**config.mk**
```make
export PLATFORM = sky130hd
export DESIGN_NAME = spi_ctl
export DESIGN_NICKNAME = d
export VERILOG_FILES = /design/src/pkg/spi_ctl_pkg.sv /design/src/rtl/spi_ctl.sv /design/src/rtl/pin_sync.sv
export VERILOG_INCLUDE_DIRS = /design/src /design/src/pkg
export SDC_FILE = /design/constraint.sdc
export NUM_CORES = 1
export LEC_CHECK = 0
export BUFFER_PORTS_ARGS = -buffer_cell sky130_fd_sc_hd__buf_4
export CORE_AREA = 4 4 41 43
export DETAILED_ROUTE_END_ITERATION = 12
export DIE_AREA = 0 0 45 47
export PLACE_DENSITY_LB_ADDON = 0.1
export SLEW_MARGIN = 10
export SYNTH_ARGS = -nofsm -noshare
export SYNTH_HDL_FRONTEND = slang
export SYNTH_SLANG_ARGS = --single-unit
export TNS_END_PERCENT = 20
```
**constraint.sdc**
```tcl
create_clock -name clk_sys_i -period 0.85 [get_ports clk_sys_i]
set_input_delay 0.1275 -clock clk_sys_i [delete_from_list [all_inputs] [get_ports clk_sys_i]]
set_output_delay 0.1275 -clock clk_sys_i [all_outputs]
set_load 0.005 [all_outputs]
```
**src/pkg/spi_ctl_defines.svh**
```systemverilog
`ifndef SPI_CTL_DEFINES_SVH
`define SPI_CTL_DEFINES_SVH

// slave-select mode field encodings
`define SSM_THREE_WIRE 2'b00
`define SSM_FOUR_WIRE_SLAVE 2'b01
`define SSM_RESET 2'b01
// flag and pin reset values
`define RST_OVERRUN 1'b0
`define RST_TX_EMPTY 1'b1
`define RST_SEL_OUT 1'b1
// bit positions of the status/control byte
`define BIT_OVERRUN 4
`define BIT_SSM_HI 3
`define BIT_SSM_LO 2
`define BIT_TX_EMPTY 1
`define BIT_ENABLE 0
// transfer length in bits
`define XFER_BITS 8

`endif

```
**src/pkg/spi_ctl_pkg.sv**
```systemverilog
package spi_ctl_pkg;

  // select line pin control
  typedef struct packed {
    logic out;
    logic oe;
    logic routed;
  } sel_pin_type;

  // status snapshot
  typedef struct packed {
    logic receive_overrun_flag;
    logic transmit_buffer_empty_flag;
  } status_type;

endpackage : spi_ctl_pkg

```
**src/rtl/spi_ctl.sv**
```systemverilog
`timescale 1ns/1ps
`include "spi_ctl_defines.svh"
// Contract
// [RULE_01] slave mode: overrun set when transfer ends while receive buffer unread
// [RULE_02] raising overrun also pulses the serial port interrupt request
// [RULE_03] overrun never self-clears; only a software write clears it
// [RULE_04] mode 00: three-wire, select line not routed to any pin
// [RULE_05] mode 01 (reset default): four-wire slave, select line is an input
// [RULE_06] mode 1x: single master, select line driven with field low bit
// [RULE_07] software write to transmit buffer clears transmit empty flag
// [RULE_08] transfer of buffer into shift register sets transmit empty flag
// [RULE_09] software writes transmit buffer only while the empty flag is set
// [RULE_10] enable bit zero disables the whole port
// [RULE_11] enable bit one activates shifting logic and pin drivers
module spi_ctl
  import spi_ctl_pkg::*;
#(
  parameter int XFER_BITS = `XFER_BITS
) (
  // clock and reset
  input wire logic clk_sys_i,
  input wire logic sys_rst_i,
  // software control
  input wire logic port_enable_bit_i,
  input wire logic [1:0] slave_select_mode_field_i,
  input wire logic master_mode_i,
  input wire logic tx_write_i,
  input wire logic overrun_clear_i,
  input wire logic rx_read_i,
  // shift engine events
  input wire logic load_shift_i,
  input wire logic last_bit_i,
  // select pin
  input wire logic slave_select_line_i,
  output logic slave_select_line_o,
  output logic slave_select_line_oe_o,
  // status and requests
  output status_type status_o,
  output logic rx_full_o,
  output logic slave_selected_o,
  output logic shift_enable_o,
  output logic irq_req_o
);
  // every flag is a plain level; input pulses are one clock wide
  // and come from logic on this clock, so only the select pin is synchronised
  // overrun flag
  logic ovr_reg;
  logic ovr_next;
  // interrupt request pulse
  logic irq_reg;
  logic irq_next;
  // receive buffer occupancy
  logic rxf_reg;
  logic rxf_next;
  // transmit empty flag
  logic txe_reg;
  logic txe_next;
  // select pin drive registers
  logic sel_out_reg;
  logic sel_out_next;
  logic sel_oe_reg;
  logic sel_oe_next;
  // select pin level after synchroniser, and the slave selection it gives
  logic sel_level;
  logic sel_active;
  // events qualified by the enable
  logic port_on;
  logic slave_op;
  logic xfer_done;
  logic buf_moved;
  logic overrun_hit;
  // pin routing decided by the mode field
  sel_pin_type sel_pin;

  // select pin conditioning; idle level high so reset shows no select
  pin_sync u_sel_sync (
    .clk_sys_i(clk_sys_i),
    .sys_rst_i(sys_rst_i),
    .pin_i(slave_select_line_i),
    .rst_val_i(1'b1),
    .level_o(sel_level)
  );

  // the enable gates every hardware event; a disabled port ignores its shifter
  assign port_on = port_enable_bit_i; // RULE_10 RULE_11
  // overrun is a slave-side condition only
  assign slave_op = port_on && !master_mode_i;
  // a transfer ends on its last shifted bit
  assign xfer_done = port_on && last_bit_i;
  // nothing moves to the shifter while the buffer is empty
  assign buf_moved = port_on && load_shift_i && !txe_reg;
  // a read in the same cycle frees the buffer in time, so no overrun
  assign overrun_hit = xfer_done && slave_op && rxf_reg && !rx_read_i;

  // pin routing per mode; a disabled port leaves the pin undriven
  always_comb begin
    sel_pin = '0;
    if (port_on) begin // RULE_11
      if (slave_select_mode_field_i[1]) begin
        sel_pin.routed = 1'b1;
        sel_pin.oe = 1'b1; // RULE_06
        sel_pin.out = slave_select_mode_field_i[0]; // RULE_06
      end else if (slave_select_mode_field_i == `SSM_FOUR_WIRE_SLAVE) begin
        sel_pin.routed = 1'b1; // RULE_05
      end else begin
        sel_pin.routed = 1'b0; // RULE_04
      end
    end
  end

  // select drive next values follow the routing
  always_comb begin
    sel_out_next = sel_pin.out;
    sel_oe_next = sel_pin.oe;
  end

  // select drive registers; released and parked high out of reset
  always_ff @(posedge clk_sys_i) begin
    if (sys_rst_i) begin
      sel_out_reg <= `RST_SEL_OUT;
      sel_oe_reg <= 1'b0;
    end else begin
      sel_out_reg <= sel_out_next;
      sel_oe_reg <= sel_oe_next;
    end
  end

  // overrun flag; a new overrun beats a same-cycle software clear
  always_comb begin
    ovr_next = ovr_reg;
    if (overrun_clear_i) begin
      ovr_next = 1'b0; // RULE_03
    end
    if (overrun_hit) begin
      ovr_next = 1'b1; // RULE_01
    end
  end

  // overrun register; only software brings it back to zero
  always_ff @(posedge clk_sys_i) begin
    if (sys_rst_i) begin
      ovr_reg <= `RST_OVERRUN;
    end else begin
      ovr_reg <= ovr_next;
    end
  end

  // interrupt request follows each raise of the overrun flag
  always_comb begin
    irq_next = overrun_hit; // RULE_02
  end

  // request register; one cycle wide so each overrun counts once
  always_ff @(posedge clk_sys_i) begin
    if (sys_rst_i) begin
      irq_reg <= 1'b0;
    end else begin
      irq_reg <= irq_next;
    end
  end

  // receive occupancy; a read and a new byte together leave it full
  always_comb begin
    rxf_next = rxf_reg;
    if (rx_read_i) begin
      rxf_next = 1'b0;
    end
    if (xfer_done && !overrun_hit) begin
      rxf_next = 1'b1;
    end
    if (!port_on) begin
      rxf_next = 1'b0; // RULE_10
    end
  end

  // receive occupancy register; a disabled port starts empty
  always_ff @(posedge clk_sys_i) begin
    if (sys_rst_i) begin
      rxf_reg <= 1'b0;
    end else begin
      rxf_reg <= rxf_next;
    end
  end

  // transmit empty flag; the hardware set beats a same-cycle software write
  always_comb begin
    txe_next = txe_reg;
    if (tx_write_i) begin
      txe_next = 1'b0; // RULE_07
    end
    if (buf_moved) begin
      txe_next = 1'b1; // RULE_08
    end
  end

  // transmit empty register; the buffer starts free so software may write
  always_ff @(posedge clk_sys_i) begin
    if (sys_rst_i) begin
      txe_reg <= `RST_TX_EMPTY;
    end else begin
      txe_reg <= txe_next;
    end
  end

  // unrouted pin counts as always selected; a driven pin never selects us
  always_comb begin
    sel_active = 1'b0;
    if (!sel_pin.routed) begin
      sel_active = 1'b1; // RULE_04
    end else if (!sel_pin.oe) begin
      sel_active = !sel_level; // RULE_05
    end
  end

  // outputs; the select input lags the pin by three or four clocks
  assign slave_select_line_o = sel_out_reg;
  assign slave_select_line_oe_o = sel_oe_reg;
  assign status_o = '{receive_overrun_flag: ovr_reg, transmit_buffer_empty_flag: txe_reg};
  assign rx_full_o = rxf_reg;
  assign irq_req_o = irq_reg;
  assign shift_enable_o = port_on; // RULE_10
  assign slave_selected_o = slave_op && sel_active;
endmodule : spi_ctl

```
**src/rtl/pin_sync.sv**
```systemverilog
`timescale 1ns/1ps
// three-stage synchroniser; a change counts once stages two and three agree
module pin_sync (
  // clock and reset
  input wire logic clk_sys_i,
  input wire logic sys_rst_i,
  // pin in, filtered level out
  input wire logic pin_i,
  input wire logic rst_val_i,
  output logic level_o
);
  logic [2:0] sync_reg;
  logic [2:0] sync_next;
  logic level_reg;
  logic level_next;

  // shift in; first stage read only by the second
  always_comb begin
    sync_next = {sync_reg[1:0], pin_i};
    level_next = (sync_reg[2] == sync_reg[1]) ? sync_reg[2] : level_reg;
  end

  // reset value tied to constant high in use, keeps idle select inactive
  always_ff @(posedge clk_sys_i) begin
    if (sys_rst_i) begin
      sync_reg <= {3{rst_val_i}};
      level_reg <= rst_val_i;
    end else begin
      sync_reg <= sync_next;
      level_reg <= level_next;
    end
  end

  assign level_o = level_reg;
endmodule : pin_sync

```
======== After elaboration in Yosys (flattened, before gate mapping) ========
Cells that the tools add are included.
storage, ports and cells
  bits of input ports ..................... 12
  register bits after elaboration ......... 10
cells by class
  bitwise operators ....................... 1
  reductions and logical operators ........ 18
  equal/unequal tests ..................... 2
  multiplexer cells ....................... 10
operators with widths
  operator              count
  $logic_and A1 B1 Y1   9
  $mux W1               8
  $logic_not A1 Y1      5
  $reduce_bool A2 Y1    2
  $reduce_or A2 Y1      2
  $mux W3               1
  $eq A2 B1 Y1 const B  1
  $mux W2               1
  $eq A1 B1 Y1          1
  $not A1 Y1            1

======== Logic depth before layout (Yosys ltp) ========
Gate-level depths: netlist (run 1).
  depth after elaboration ................. 8
  gate-level depth with buffers ........... 2
  depth with buffers taken out ............ 2

======== Modules after synthesis ========
A second synthesis (run 1) with hierarchy kept.
unflattened totals
  cell total of the unflattened synthesis .. 40
  area, all modules ....................... 399.1 um^2
by module, submodules not included
  module    area an instance (um^2)  times used  cells each  sequential area each (um^2)
  spi_ctl   252.7                    1           25          120.1
  pin_sync  146.4                    1           15          90.1

======== Worst setup path after synthesis (run 1) ========
Ideal clock, no wire load.
  path type ............................... register to register
  start point ............................. register ovr_reg (netlist name)
  end point ............................... register ovr_reg
  path buffers ............................ 0
  setup time .............................. 0.087 ns
  data arrival time ....................... 0.683 ns
  setup slack ............................. 0.080 ns
  stages on the path, launching flop included .. 3
  path through ............................ dfxtp_1 > or3b_1 > o31ai_1
RTL lines
  item                  RTL line        text
  end signal, assigned  spi_ctl.sv:142  ovr_reg <= `RST_OVERRUN;
  end signal, assigned  spi_ctl.sv:144  ovr_reg <= ovr_next;
  end, declared         spi_ctl.sv:47   logic ovr_reg;

======== Worst setup path in the final report (run 1) ========
  start point ............................. register u_sel_sync.level_reg, in the netlist u_sel_sync.level_o
  end point ............................... output slave_selected_o
between the ends
  cells in the longest elaborated chain, start to end .. 4
RTL lines
  item                    RTL line        text
  start, declared         pin_sync.sv:14  logic level_reg;
  start signal, assigned  pin_sync.sv:27  level_reg <= rst_val_i;
  start signal, assigned  pin_sync.sv:30  level_reg <= level_next;
  $logic_not A1 Y1        spi_ctl.sv:211  sel_active = !sel_level;
  $mux W1                 spi_ctl.sv:210  end else if (!sel_pin.oe) begin
  $mux W1                 spi_ctl.sv:208  if (!sel_pin.routed) begin
  $logic_and A1 B1 Y1     spi_ctl.sv:222  assign slave_selected_o = slave_op && sel_active;
  end, declared           spi_ctl.sv:40   output logic slave_selected_o,
Every way passes these cells.

==> flow_results.xml, run 1 <==
<?xml version="1.0" encoding="UTF-8"?>
<metrics>
  <group name="status">
    <metric name="status" unit="">complete, but fails checks</metric>
    <metric name="violations" unit="">negative setup slack</metric>
  </group>
  <group name="timing">
    <metric name="fin_tns_setup" unit="ns">-0.300</metric>
    <metric name="slew_headroom" unit="">0.843</metric>
    <metric name="unrepaired_setup_endpoints_after_global_routing" unit="">yes</metric>
    <metric name="max_slew.worst_pin.slew" unit="ns">0.235</metric>
    <metric name="finalCritPeriodShare" unit="">1.35</metric>
    <metric name="fmax" unit="MHz">871</metric>
    <metric name="final-max-slew-violation-count" unit="">0</metric>
    <metric name="fin_crit" unit="ns">1.15</metric>
    <metric name="hold-worst-slack" unit="ns">0.0446</metric>
    <metric name="postLayoutSetupSlackWorst" unit="ns">-0.299</metric>
    <metric name="finish_stage_setup_viols" unit="">2</metric>
    <metric name="skew" unit="ns">0.00121</metric>
    <metric name="timing.final.hold_violations" unit="">0</metric>
  </group>
  <group name="worst_setup_path">
    <metric name="setup.worst_path.class" unit="">flip-flop to output pin</metric>
    <metric name="crit_fanout" unit="">2</metric>
    <metric name="worst-endpoint-required" unit="ns">0.72</metric>
    <metric name="cp.arrival" unit="ns">1.02</metric>
    <metric name="worst_setup_path_end_kind" unit="">output pin</metric>
    <metric name="critPathLaunchType" unit="">flip-flop</metric>
  </group>
  <group name="finish">
    <metric name="final_cell_mix" unit="">18 x sky130_fd_sc_hd__buf_4, 6 x sky130_fd_sc_hd__dfxtp_1, 4 x sky130_fd_sc_hd__dfxtp_2</metric>
    <metric name="fin_area" unit="um2">567</metric>
    <metric name="layout-drive-gt1-share" unit="">0.545</metric>
    <metric name="fill_cells" unit="">137</metric>
    <metric name="final_net_count" unit="">69</metric>
    <metric name="largest_register_ff_count" unit="">3</metric>
    <metric name="final_core_utilization" unit="">0.436</metric>
    <metric name="mostFrequentLayoutCell" unit="">sky130_fd_sc_hd__buf_4</metric>
    <metric name="insertedDiodeCount" unit="">0</metric>
    <metric name="fin_cells" unit="">70</metric>
    <metric name="syn_to_final_growth" unit="%">56.7</metric>
  </group>
  <group name="cts">
    <metric name="clkLatencyLatePin" unit="ns">0.26</metric>
    <metric name="numCtsBuffers" unit="">3</metric>
    <metric name="cts_tree" unit="">yes</metric>
    <metric name="cts_hold_buf" unit="">0</metric>
    <metric name="cts.reportedPaths.clkPinSlew" unit="ns">0.06</metric>
    <metric name="cts.htree.levels" unit="">1</metric>
    <metric name="cts_post_setup_buffers_inserted" unit="">0</metric>
    <metric name="clockBufferDepth" unit="">2</metric>
    <metric name="clkSinkCount" unit="">10</metric>
    <metric name="ctsRootBufferMaster" unit="">sky130_fd_sc_hd__clkbuf_4</metric>
  </group>
  <group name="power_and_ir_drop">
    <metric name="power_leakage" unit="nW">0.261</metric>
    <metric name="worst_ir_drop_vdd" unit="mV">1.02</metric>
    <metric name="cellPowerDensity" unit="nW/um2">1620</metric>
  </group>
  <group name="floorplanning">
    <metric name="rows" unit="">13</metric>
    <metric name="core-area" unit="um2">1300</metric>
    <metric name="chipWidth" unit="um">45</metric>
    <metric name="die_h" unit="um">47</metric>
    <metric name="fp.dieArea" unit="um2">2120</metric>
    <metric name="top_level_ports" unit="">20</metric>
    <metric name="start_util" unit="">0.278</metric>
  </group>
  <group name="worst_hold_path">
    <metric name="hold_path_class" unit="">primary input to flip-flop</metric>
  </group>
  <group name="drt">
    <metric name="remaining_drc_errors" unit="">0</metric>
    <metric name="ant_nets" unit="">0</metric>
    <metric name="firstDrtPassIters" unit="">2</metric>
    <metric name="route.detailed.wl_per_inst" unit="um">10.7</metric>
    <metric name="detailroute.via_count" unit="">296</metric>
    <metric name="drt_iter0_markers" unit="">2</metric>
    <metric name="vias_per_cell" unit="">4.23</metric>
    <metric name="routed_wl" unit="um">749</metric>
  </group>
  <group name="placement">
    <metric name="place.port_buffers" unit="">19</metric>
    <metric name="finalWeightedCongestion" unit="">0.639</metric>
    <metric name="dp_hpwl" unit="um">639</metric>
    <metric name="postPlaceCellArea" unit="um2">515</metric>
    <metric name="placed_cells" unit="">67</metric>
  </group>
  <group name="synthesis">
    <metric name="synth_area" unit="um2">362</metric>
    <metric name="yosys.cell_types.count" unit="">16</metric>
    <metric name="syn_area_per_cell" unit="um2">10.6</metric>
    <metric name="synth_seq_area_share" unit="">0.554</metric>
    <metric name="synthCells" unit="">34</metric>
    <metric name="syn-num-nets" unit="">46</metric>
    <metric name="yosys_warnings" unit="">0</metric>
    <metric name="ff_latch_count_synth" unit="">10</metric>
  </group>
  <group name="grt">
    <metric name="vias_in_the_first_global_route" unit="">336</metric>
    <metric name="grt_pass1_wl" unit="um">1350</metric>
    <metric name="initial_antenna_violation_count" unit="">0</metric>
    <metric name="grt_start_max_net_pins" unit="">10</metric>
    <metric name="globalRoute.totalOverflow" unit="">0</metric>
    <metric name="grt_usage" unit="">0.0954</metric>
  </group>
  <group name="job">
    <metric name="max_cap_viol_count" unit="">0</metric>
  </group>
</metrics>
[per-layer routing]
metal | track usage | part of all wire
met1 | 0.0949 | 0.39
met2 | 0.155 | 0.49
met3 | 0.0690 | 0.12
met4 | 0.0351 | 0
met5 | 0 | 0
[power by group]
part	internal, W	switching (W)
Clock	0.000162	0.000142
Sequential	0.000487	0.00000810
Combinational	0.0000755	0.0000403
[cell type report]
| class | count | area [um2] | share of cell area |
|---|---|---|---|
| multi-input cells | 19 | 144 | 0.254 |
| repair buffers | 21 | 169 | 0.298 |
| clock buffers | 3 | 22.5 | 0.0397 |
| well taps | 15 | 18.8 | 0.0331 |
| inverters | 2 | 7.51 | 0.0132 |
| flip-flops and latches | 10 | 205 | 0.362 |
[kinds of logic (layout without fill, tap and decap cells)]
| group | Yosys count | after routing | synth area share |
|---|---|---|---|
| AO/OA/AOI/OAI | 8 | 8 | 0.176 |
| flip-flops | 10 | 10 | 0.554 |
| AND/OR/NAND/NOR | 11 | 11 | 0.187 |
| buffers and inverters | 5 | 26 | 0.0830 |
[metrics by stage]
stage          worst slack, ns  total power, W
2_1_floorplan           0.0796        0.000541
3_3_place_gp           -0.0289        0.000609
3_5_place_dp           -0.0470        0.000613
4_1_cts                 -0.311        0.000928
5_1_grt                 -0.365        0.000984
6_report                -0.299        0.000916
[final timing paths]
check                            to  slack [ns]  depth (start not counted)                   start
max                slave_selected_o       -0.30                          2      u_sel_sync.level_o
max reg2reg                 ovr_reg           0                          2                 ovr_reg
min reg2reg  u_sel_sync.sync_reg[1]        0.40                          1  u_sel_sync.sync_reg[0]
min          u_sel_sync.sync_reg[0]        0.04                          2     slave_select_line_i
[synthesized netlist by cell type]
cell	instances	area (um2)
sky130_fd_sc_hd__a2111oi_2	1	15.0
sky130_fd_sc_hd__a21o_1	2	15.0
sky130_fd_sc_hd__a21o_2	1	8.76
sky130_fd_sc_hd__a21oi_1	2	10.0
sky130_fd_sc_hd__and3b_1	1	8.76
sky130_fd_sc_hd__buf_4	3	22.5
sky130_fd_sc_hd__dfxtp_1	10	200
sky130_fd_sc_hd__inv_1	2	7.51
sky130_fd_sc_hd__nand2_1	1	3.75
sky130_fd_sc_hd__nand2b_1	3	18.8
sky130_fd_sc_hd__nor2_1	1	3.75
sky130_fd_sc_hd__nor3_1	1	5.00
sky130_fd_sc_hd__o21bai_1	1	7.51
sky130_fd_sc_hd__o31ai_1	1	7.51
sky130_fd_sc_hd__or2_1	3	18.8
sky130_fd_sc_hd__or3b_1	1	8.76
[worst max-delay path, stage by stage (launching register included)]
cell and delay, ns:
sky130_fd_sc_hd__dfxtp_2 0.33, sky130_fd_sc_hd__a2111oi_4 0.27, sky130_fd_sc_hd__buf_4 0.16
[what timing repair did]
action	CTS	global route
resized for setup	4	4
pin swaps	0	0
endpoints found under the setup margin	3	6
(Power assumes the default switching activity.)
==> run 2, diff against run 1 <==
clock period = 1.05 ns   (was 0.85 ns; I/O delays follow)
==> run 2 against run 1 <==
Effect of this change: the run still ends with negative setup slack left; hold slack better by 0.036 ns; combinational power down 25%; sequential power down 19%; final cell count down 2.9%; worst setup slack better by 0.16 ns; sequential share of layout area up 1.3 points; via count down 0.34%; sequential cell count unchanged; design area down 5.3%; first-iteration DRC count down 50%; critical path type unchanged; largest power group unchanged.
==> flow_results.xml, run 2 (synthesis results as in run 1) <==
<?xml version="1.0" encoding="UTF-8"?>
<metrics>
  <group name="status">
    <metric name="status" unit="">complete, but fails checks</metric>
    <metric name="violations" unit="">negative setup slack</metric>
  </group>
  <group name="cts">
    <metric name="clockBufferDepth" unit="">2</metric>
    <metric name="numCtsBuffers" unit="">3</metric>
    <metric name="cts.htree.levels" unit="">1</metric>
    <metric name="ctsRootBufferMaster" unit="">sky130_fd_sc_hd__clkbuf_4</metric>
    <metric name="clkLatencyLatePin" unit="ns">0.26</metric>
    <metric name="cts_hold_buf" unit="">0</metric>
    <metric name="clkSinkCount" unit="">10</metric>
    <metric name="cts_tree" unit="">yes</metric>
    <metric name="cts_post_setup_buffers_inserted" unit="">0</metric>
    <metric name="cts.reportedPaths.clkPinSlew" unit="ns">0.06</metric>
  </group>
  <group name="floorplanning">
    <metric name="die_h" unit="um">47</metric>
    <metric name="rows" unit="">13</metric>
    <metric name="start_util" unit="">0.278</metric>
    <metric name="fp.dieArea" unit="um2">2120</metric>
    <metric name="top_level_ports" unit="">20</metric>
    <metric name="chipWidth" unit="um">45</metric>
    <metric name="core-area" unit="um2">1300</metric>
  </group>
  <group name="timing">
    <metric name="unrepaired_setup_endpoints_after_global_routing" unit="">yes</metric>
    <metric name="fin_crit" unit="ns">1.18</metric>
    <metric name="max_slew.worst_pin.slew" unit="ns">0.235</metric>
    <metric name="hold-worst-slack" unit="ns">0.0803</metric>
    <metric name="fin_tns_setup" unit="ns">-0.134</metric>
    <metric name="finish_stage_setup_viols" unit="">1</metric>
    <metric name="postLayoutSetupSlackWorst" unit="ns">-0.134</metric>
    <metric name="timing.final.hold_violations" unit="">0</metric>
    <metric name="final-max-slew-violation-count" unit="">0</metric>
    <metric name="skew" unit="ns">0.00446</metric>
    <metric name="slew_headroom" unit="">0.844</metric>
    <metric name="finalCritPeriodShare" unit="">1.13</metric>
    <metric name="fmax" unit="MHz">844</metric>
  </group>
  <group name="finish">
    <metric name="layout-drive-gt1-share" unit="">0.472</metric>
    <metric name="area_of_the_multi_input_gates" unit="um2">144</metric>
    <metric name="insertedDiodeCount" unit="">0</metric>
    <metric name="final_net_count" unit="">67</metric>
    <metric name="largest_register_ff_count" unit="">3</metric>
    <metric name="final_cell_mix" unit="">19 x sky130_fd_sc_hd__buf_4, 9 x sky130_fd_sc_hd__dfxtp_1, 3 x sky130_fd_sc_hd__nand2b_1, 3 x sky130_fd_sc_hd__or2_1, 3 x sky130_fd_sc_hd__clkbuf_4</metric>
    <metric name="mostFrequentLayoutCell" unit="">sky130_fd_sc_hd__buf_4</metric>
    <metric name="syn_to_final_growth" unit="%">48.4</metric>
    <metric name="fin_area" unit="um2">537</metric>
    <metric name="register_area" unit="um2">201</metric>
    <metric name="fin_cells" unit="">68</metric>
    <metric name="fill_cells" unit="">136</metric>
  </group>
  <group name="worst_setup_path">
    <metric name="cp.arrival" unit="ns">1.03</metric>
    <metric name="critical_path.reg2reg.endpoint" unit="">ovr_reg</metric>
    <metric name="worst-endpoint-required" unit="ns">0.89</metric>
    <metric name="rr_worst_depth" unit="">2</metric>
    <metric name="timing.reg2reg.setup_slack" unit="ns">0.23</metric>
    <metric name="rr_startpoint" unit="">ovr_reg</metric>
    <metric name="worst_setup_path_end_kind" unit="">output pin</metric>
    <metric name="crit_fanout" unit="">3</metric>
    <metric name="critPathLaunchType" unit="">flip-flop</metric>
    <metric name="setup.worst_path.class" unit="">flip-flop to output pin</metric>
  </group>
  <group name="drt">
    <metric name="vias_per_cell" unit="">4.34</metric>
    <metric name="route.detailed.wl_per_inst" unit="um">11.0</metric>
    <metric name="remaining_drc_errors" unit="">0</metric>
    <metric name="detailroute.via_count" unit="">295</metric>
    <metric name="firstDrtPassIters" unit="">2</metric>
    <metric name="drt_iter0_markers" unit="">1</metric>
    <metric name="routed_wl" unit="um">745</metric>
    <metric name="ant_nets" unit="">0</metric>
  </group>
  <group name="worst_hold_path">
    <metric name="min_delay_worst_endpoint" unit="">u_sel_sync.sync_reg[0]</metric>
    <metric name="hold_path_class" unit="">primary input to flip-flop</metric>
    <metric name="source_of_the_worst_hold_timing_path" unit="">slave_select_line_i</metric>
    <metric name="min_delay_path_depth" unit="">2</metric>
  </group>
  <group name="placement">
    <metric name="placed_cells" unit="">65</metric>
    <metric name="finalWeightedCongestion" unit="">0.642</metric>
    <metric name="place.port_buffers" unit="">19</metric>
    <metric name="postPlaceCellArea" unit="um2">500</metric>
    <metric name="dp_hpwl" unit="um">634</metric>
  </group>
  <group name="power_and_ir_drop">
    <metric name="cellPowerDensity" unit="nW/um2">1360</metric>
    <metric name="power_leakage" unit="nW">0.248</metric>
    <metric name="fin_total_pwr" unit="W">0.000731</metric>
    <metric name="sequentialPowerShare" unit="">0.546</metric>
    <metric name="clockPowerShare" unit="">0.335</metric>
    <metric name="p_int" unit="W">0.000581</metric>
    <metric name="net_load_switching_power" unit="W">0.000151</metric>
    <metric name="switching_share" unit="">0.206</metric>
    <metric name="power.share.combinational" unit="">0.119</metric>
    <metric name="worst_ir_drop_vdd" unit="mV">0.754</metric>
  </group>
  <group name="grt">
    <metric name="globalRoute.totalOverflow" unit="">0</metric>
    <metric name="grt_pass1_wl" unit="um">1330</metric>
    <metric name="initial_antenna_violation_count" unit="">0</metric>
    <metric name="vias_in_the_first_global_route" unit="">337</metric>
    <metric name="grt_start_max_net_pins" unit="">10</metric>
    <metric name="grt_usage" unit="">0.0897</metric>
  </group>
  <group name="job">
    <metric name="max_cap_viol_count" unit="">0</metric>
  </group>
</metrics>
## run 2: cell count changes in the layout (fill, tap and decap cells not counted), sizes merged
cell	previous run	this run
buf	21	19
## run 2: per-stage QoR
step,utilization,worst slack (ns)
after floorplan,-,0.268
after global placement,0.385,0.118
after detailed placement,0.385,0.101
after CTS,0.413,-0.146
after global routing,0.413,-0.206
final,0.413,-0.134
## run 2: area by class of cell
class / instances / area share
Multi-Input combinational cell: 19 / 0.268
Timing Repair Buffer: 19 / 0.266
Sequential cell: 10 / 0.375
Clock buffer: 3 / 0.0420
Inverter: 2 / 0.0140
Tap cell: 15 / 0.0350
## run 2: critical path: stages (launching register included)
cell and delay (ns):
sky130_fd_sc_hd__dfxtp_2 0.34, sky130_fd_sc_hd__a2111oi_4 0.27, sky130_fd_sc_hd__buf_4 0.16
## run 2: metal layers
metal	vias up	global-route usage	wire length, um
met5	-	0	0
met4	0	0	0
met3	0	0.0728	122
met2	16	0.172	380
met1	128	0.0760	241
li1	151	-	-
## run 2: how the worst max path moves through the flow
stage	startpoint	to	slack, ns	cells after the start
after floorplan	u_sel_sync.level_o	slave_selected_o	0.27	1
after global routing	u_sel_sync.level_o	slave_selected_o	-0.21	2
after global placement	slave_select_mode_field_i[0]	slave_selected_o	0.12	3
after detailed placement	slave_select_mode_field_i[0]	slave_selected_o	0.10	3
final	u_sel_sync.level_o	slave_selected_o	-0.13	2
after CTS	u_sel_sync.level_o	slave_selected_o	-0.15	2
## run 2: what timing repair did
item | 4_1_cts | 5_1_grt
endpoints found under the hold margin | 0 | 0
setup endpoints to repair | 1 | 1
gates resized for setup | 2 | 0
## run 2: power by group through the flow
stage	logic, W	registers, W	clock network [W]
2_1_floorplan	0.0000306	0.000408	0
3_3_place_gp	0.0000821	0.000407	0
3_5_place_dp	0.0000847	0.000408	0
4_1_cts	0.0000892	0.000400	0.000257
5_1_grt	0.0000957	0.000401	0.000292
6_report	0.0000868	0.000400	0.000245
==> run 3, diff against run 2 <==
PLACE_DENSITY_LB_ADDON = default   (was 0.1)
==> run 3 against run 2 <==
Effect of this change: design area increased by 2.6%; largest cell class unchanged; fmax decreased by 0.92%; sequential share of layout area decreased by 0.94 points; worst setup slack got worse by 0.011 ns; first-iteration DRC count increased by 100%; clock skew decreased by 0.0011 ns; largest power group unchanged; the run still ends with negative setup slack left; sequential power about the same; die area unchanged.
==> flow_results.xml, run 3 (synthesis results as in run 1) <==
<?xml version="1.0" encoding="UTF-8"?>
<metrics>
  <group name="drt">
    <metric name="ant_nets" unit="">0</metric>
    <metric name="route.detailed.wl_per_inst" unit="um">10.4</metric>
    <metric name="detailroute.via_count" unit="">291</metric>
    <metric name="drt_iter0_markers" unit="">2</metric>
    <metric name="vias_per_cell" unit="">4.22</metric>
    <metric name="routed_wl" unit="um">718</metric>
    <metric name="remaining_drc_errors" unit="">0</metric>
    <metric name="firstDrtPassIters" unit="">2</metric>
  </group>
  <group name="cts">
    <metric name="clkLatencyLatePin" unit="ns">0.26</metric>
    <metric name="ctsRootBufferMaster" unit="">sky130_fd_sc_hd__clkbuf_4</metric>
    <metric name="numCtsBuffers" unit="">3</metric>
    <metric name="cts.htree.levels" unit="">1</metric>
    <metric name="clockBufferDepth" unit="">2</metric>
    <metric name="cts.reportedPaths.clkPinSlew" unit="ns">0.07</metric>
    <metric name="clkSinkCount" unit="">10</metric>
    <metric name="postCtsResizedCells" unit="">2</metric>
    <metric name="cts_tree" unit="">yes</metric>
    <metric name="cts_post_setup_buffers_inserted" unit="">0</metric>
    <metric name="cts_hold_buf" unit="">0</metric>
  </group>
  <group name="finish">
    <metric name="final_net_count" unit="">67</metric>
    <metric name="largest_register_ff_count" unit="">3</metric>
    <metric name="layout-drive-gt1-share" unit="">0.481</metric>
    <metric name="fin_area" unit="um2">551</metric>
    <metric name="final_core_utilization" unit="">0.423</metric>
    <metric name="mostFrequentLayoutCell" unit="">sky130_fd_sc_hd__buf_4</metric>
    <metric name="insertedDiodeCount" unit="">0</metric>
    <metric name="fin_cells" unit="">69</metric>
    <metric name="final_cell_mix" unit="">19 x sky130_fd_sc_hd__buf_4, 9 x sky130_fd_sc_hd__dfxtp_1, 3 x sky130_fd_sc_hd__nand2b_1, 3 x sky130_fd_sc_hd__or2_1, 3 x sky130_fd_sc_hd__clkbuf_4</metric>
    <metric name="syn_to_final_growth" unit="%">52.2</metric>
  </group>
  <group name="placement">
    <metric name="dpl_worst_slack" unit="ns">0.0785</metric>
    <metric name="place.port_buffers" unit="">19</metric>
    <metric name="finalWeightedCongestion" unit="">0.645</metric>
    <metric name="placed_cells" unit="">65</metric>
    <metric name="postPlaceCellArea" unit="um2">500</metric>
    <metric name="dp_hpwl" unit="um">558</metric>
  </group>
  <group name="floorplanning">
    <metric name="rows" unit="">13</metric>
    <metric name="core-area" unit="um2">1300</metric>
    <metric name="chipWidth" unit="um">45</metric>
    <metric name="die_h" unit="um">47</metric>
    <metric name="top_level_ports" unit="">20</metric>
    <metric name="start_util" unit="">0.278</metric>
    <metric name="fp.dieArea" unit="um2">2120</metric>
  </group>
  <group name="grt">
    <metric name="globalRoute.totalOverflow" unit="">0</metric>
    <metric name="initial_antenna_violation_count" unit="">0</metric>
    <metric name="grt_usage" unit="">0.0713</metric>
    <metric name="grt_start_max_net_pins" unit="">10</metric>
    <metric name="grt_pass1_wl" unit="um">1040</metric>
    <metric name="vias_in_the_first_global_route" unit="">263</metric>
  </group>
  <group name="power_and_ir_drop">
    <metric name="net_load_switching_power" unit="W">0.000163</metric>
    <metric name="switching_share" unit="">0.198</metric>
    <metric name="power.share.combinational" unit="">0.105</metric>
    <metric name="worst_ir_drop_vdd" unit="mV">1.08</metric>
    <metric name="sequentialPowerShare" unit="">0.485</metric>
    <metric name="p_int" unit="W">0.000659</metric>
    <metric name="clockPowerShare" unit="">0.409</metric>
    <metric name="cellPowerDensity" unit="nW/um2">1490</metric>
    <metric name="power_leakage" unit="nW">0.256</metric>
    <metric name="fin_total_pwr" unit="W">0.000822</metric>
  </group>
  <group name="timing">
    <metric name="skew" unit="ns">0.00332</metric>
    <metric name="postLayoutSetupSlackWorst" unit="ns">-0.145</metric>
    <metric name="slew_headroom" unit="">0.838</metric>
    <metric name="fin_crit" unit="ns">1.20</metric>
    <metric name="fmax" unit="MHz">837</metric>
    <metric name="unrepaired_setup_endpoints_after_global_routing" unit="">yes</metric>
    <metric name="finish_stage_setup_viols" unit="">1</metric>
    <metric name="timing.final.hold_violations" unit="">0</metric>
    <metric name="max_slew.worst_pin.slew" unit="ns">0.243</metric>
    <metric name="final-max-slew-violation-count" unit="">0</metric>
    <metric name="finalCritPeriodShare" unit="">1.14</metric>
  </group>
  <group name="worst_setup_path">
    <metric name="worst_setup_path_end_kind" unit="">output pin</metric>
    <metric name="setup.worst_path.class" unit="">flip-flop to output pin</metric>
    <metric name="crit_fanout" unit="">3</metric>
    <metric name="worst-endpoint-required" unit="ns">0.89</metric>
    <metric name="critPathLaunchType" unit="">flip-flop</metric>
    <metric name="cp.arrival" unit="ns">1.04</metric>
  </group>
  <group name="status">
    <metric name="violations" unit="">negative setup slack</metric>
    <metric name="status" unit="">complete, but fails checks</metric>
  </group>
  <group name="job">
    <metric name="max_cap_viol_count" unit="">0</metric>
  </group>
  <group name="worst_hold_path">
    <metric name="hold_path_class" unit="">primary input to flip-flop</metric>
  </group>
</metrics>
-- run 3: cell types whose count changed in the layout (fill, tap and decap cells not counted) --
cell	change
sky130_fd_sc_hd__clkbuf_8	+1
-- run 3: per-layer routing --
metal / global-route usage / vias to the layer above / part of all wire
li1: - / 151 / -
met5: 0 / - / 0
met3: 0.0575 / 0 / 0.092
met1: 0.0780 / 127 / 0.44
met4: 0 / 0 / 0
met2: 0.116 / 13 / 0.47
-- run 3: worst paths after layout --
check / startpoint / end / slack (ns) / cells after the start
max: u_sel_sync.level_o / slave_selected_o / -0.15 / 2
min: slave_select_line_i / u_sel_sync.sync_reg[0] / 0.07 / 2
max reg2reg: ovr_reg / ovr_reg / 0.22 / 2
min reg2reg: u_sel_sync.sync_reg[0] / u_sel_sync.sync_reg[1] / 0.41 / 1
-- run 3: critical path: stages (launching register included) --
cell and delay [ns]:
sky130_fd_sc_hd__dfxtp_2 0.34, sky130_fd_sc_hd__a2111oi_4 0.28, sky130_fd_sc_hd__buf_4 0.16
-- run 3: cell type report --
cell class,count,area (um2)
repair buffers,19,143
well taps,15,18.8
multi-input cells,19,144
fillers,139,751
clock buffers,4,36.3
inverters,2,7.51
flip-flops and latches,10,201
-- run 3: power groups by stage --
stage	Combinational, W	Sequential (W)	Clock, W
CTS	0.0000876	0.000399	0.000350
finish	0.0000865	0.000399	0.000336
global placement	0.0000824	0.000408	0
floorplan	0.0000306	0.000408	0
detailed placement	0.0000831	0.000408	0
global route	0.0000943	0.000400	0.000375
-- run 3: per-stage QoR --
step / hold slack, ns / setup TNS [ns]
CTS: 0.0669 / -0.164
floorplan: 0.243 / 0
detailed placement: 0.340 / 0
global route: 0.0747 / -0.196
finish: 0.0741 / -0.145
global placement: 0.336 / 0
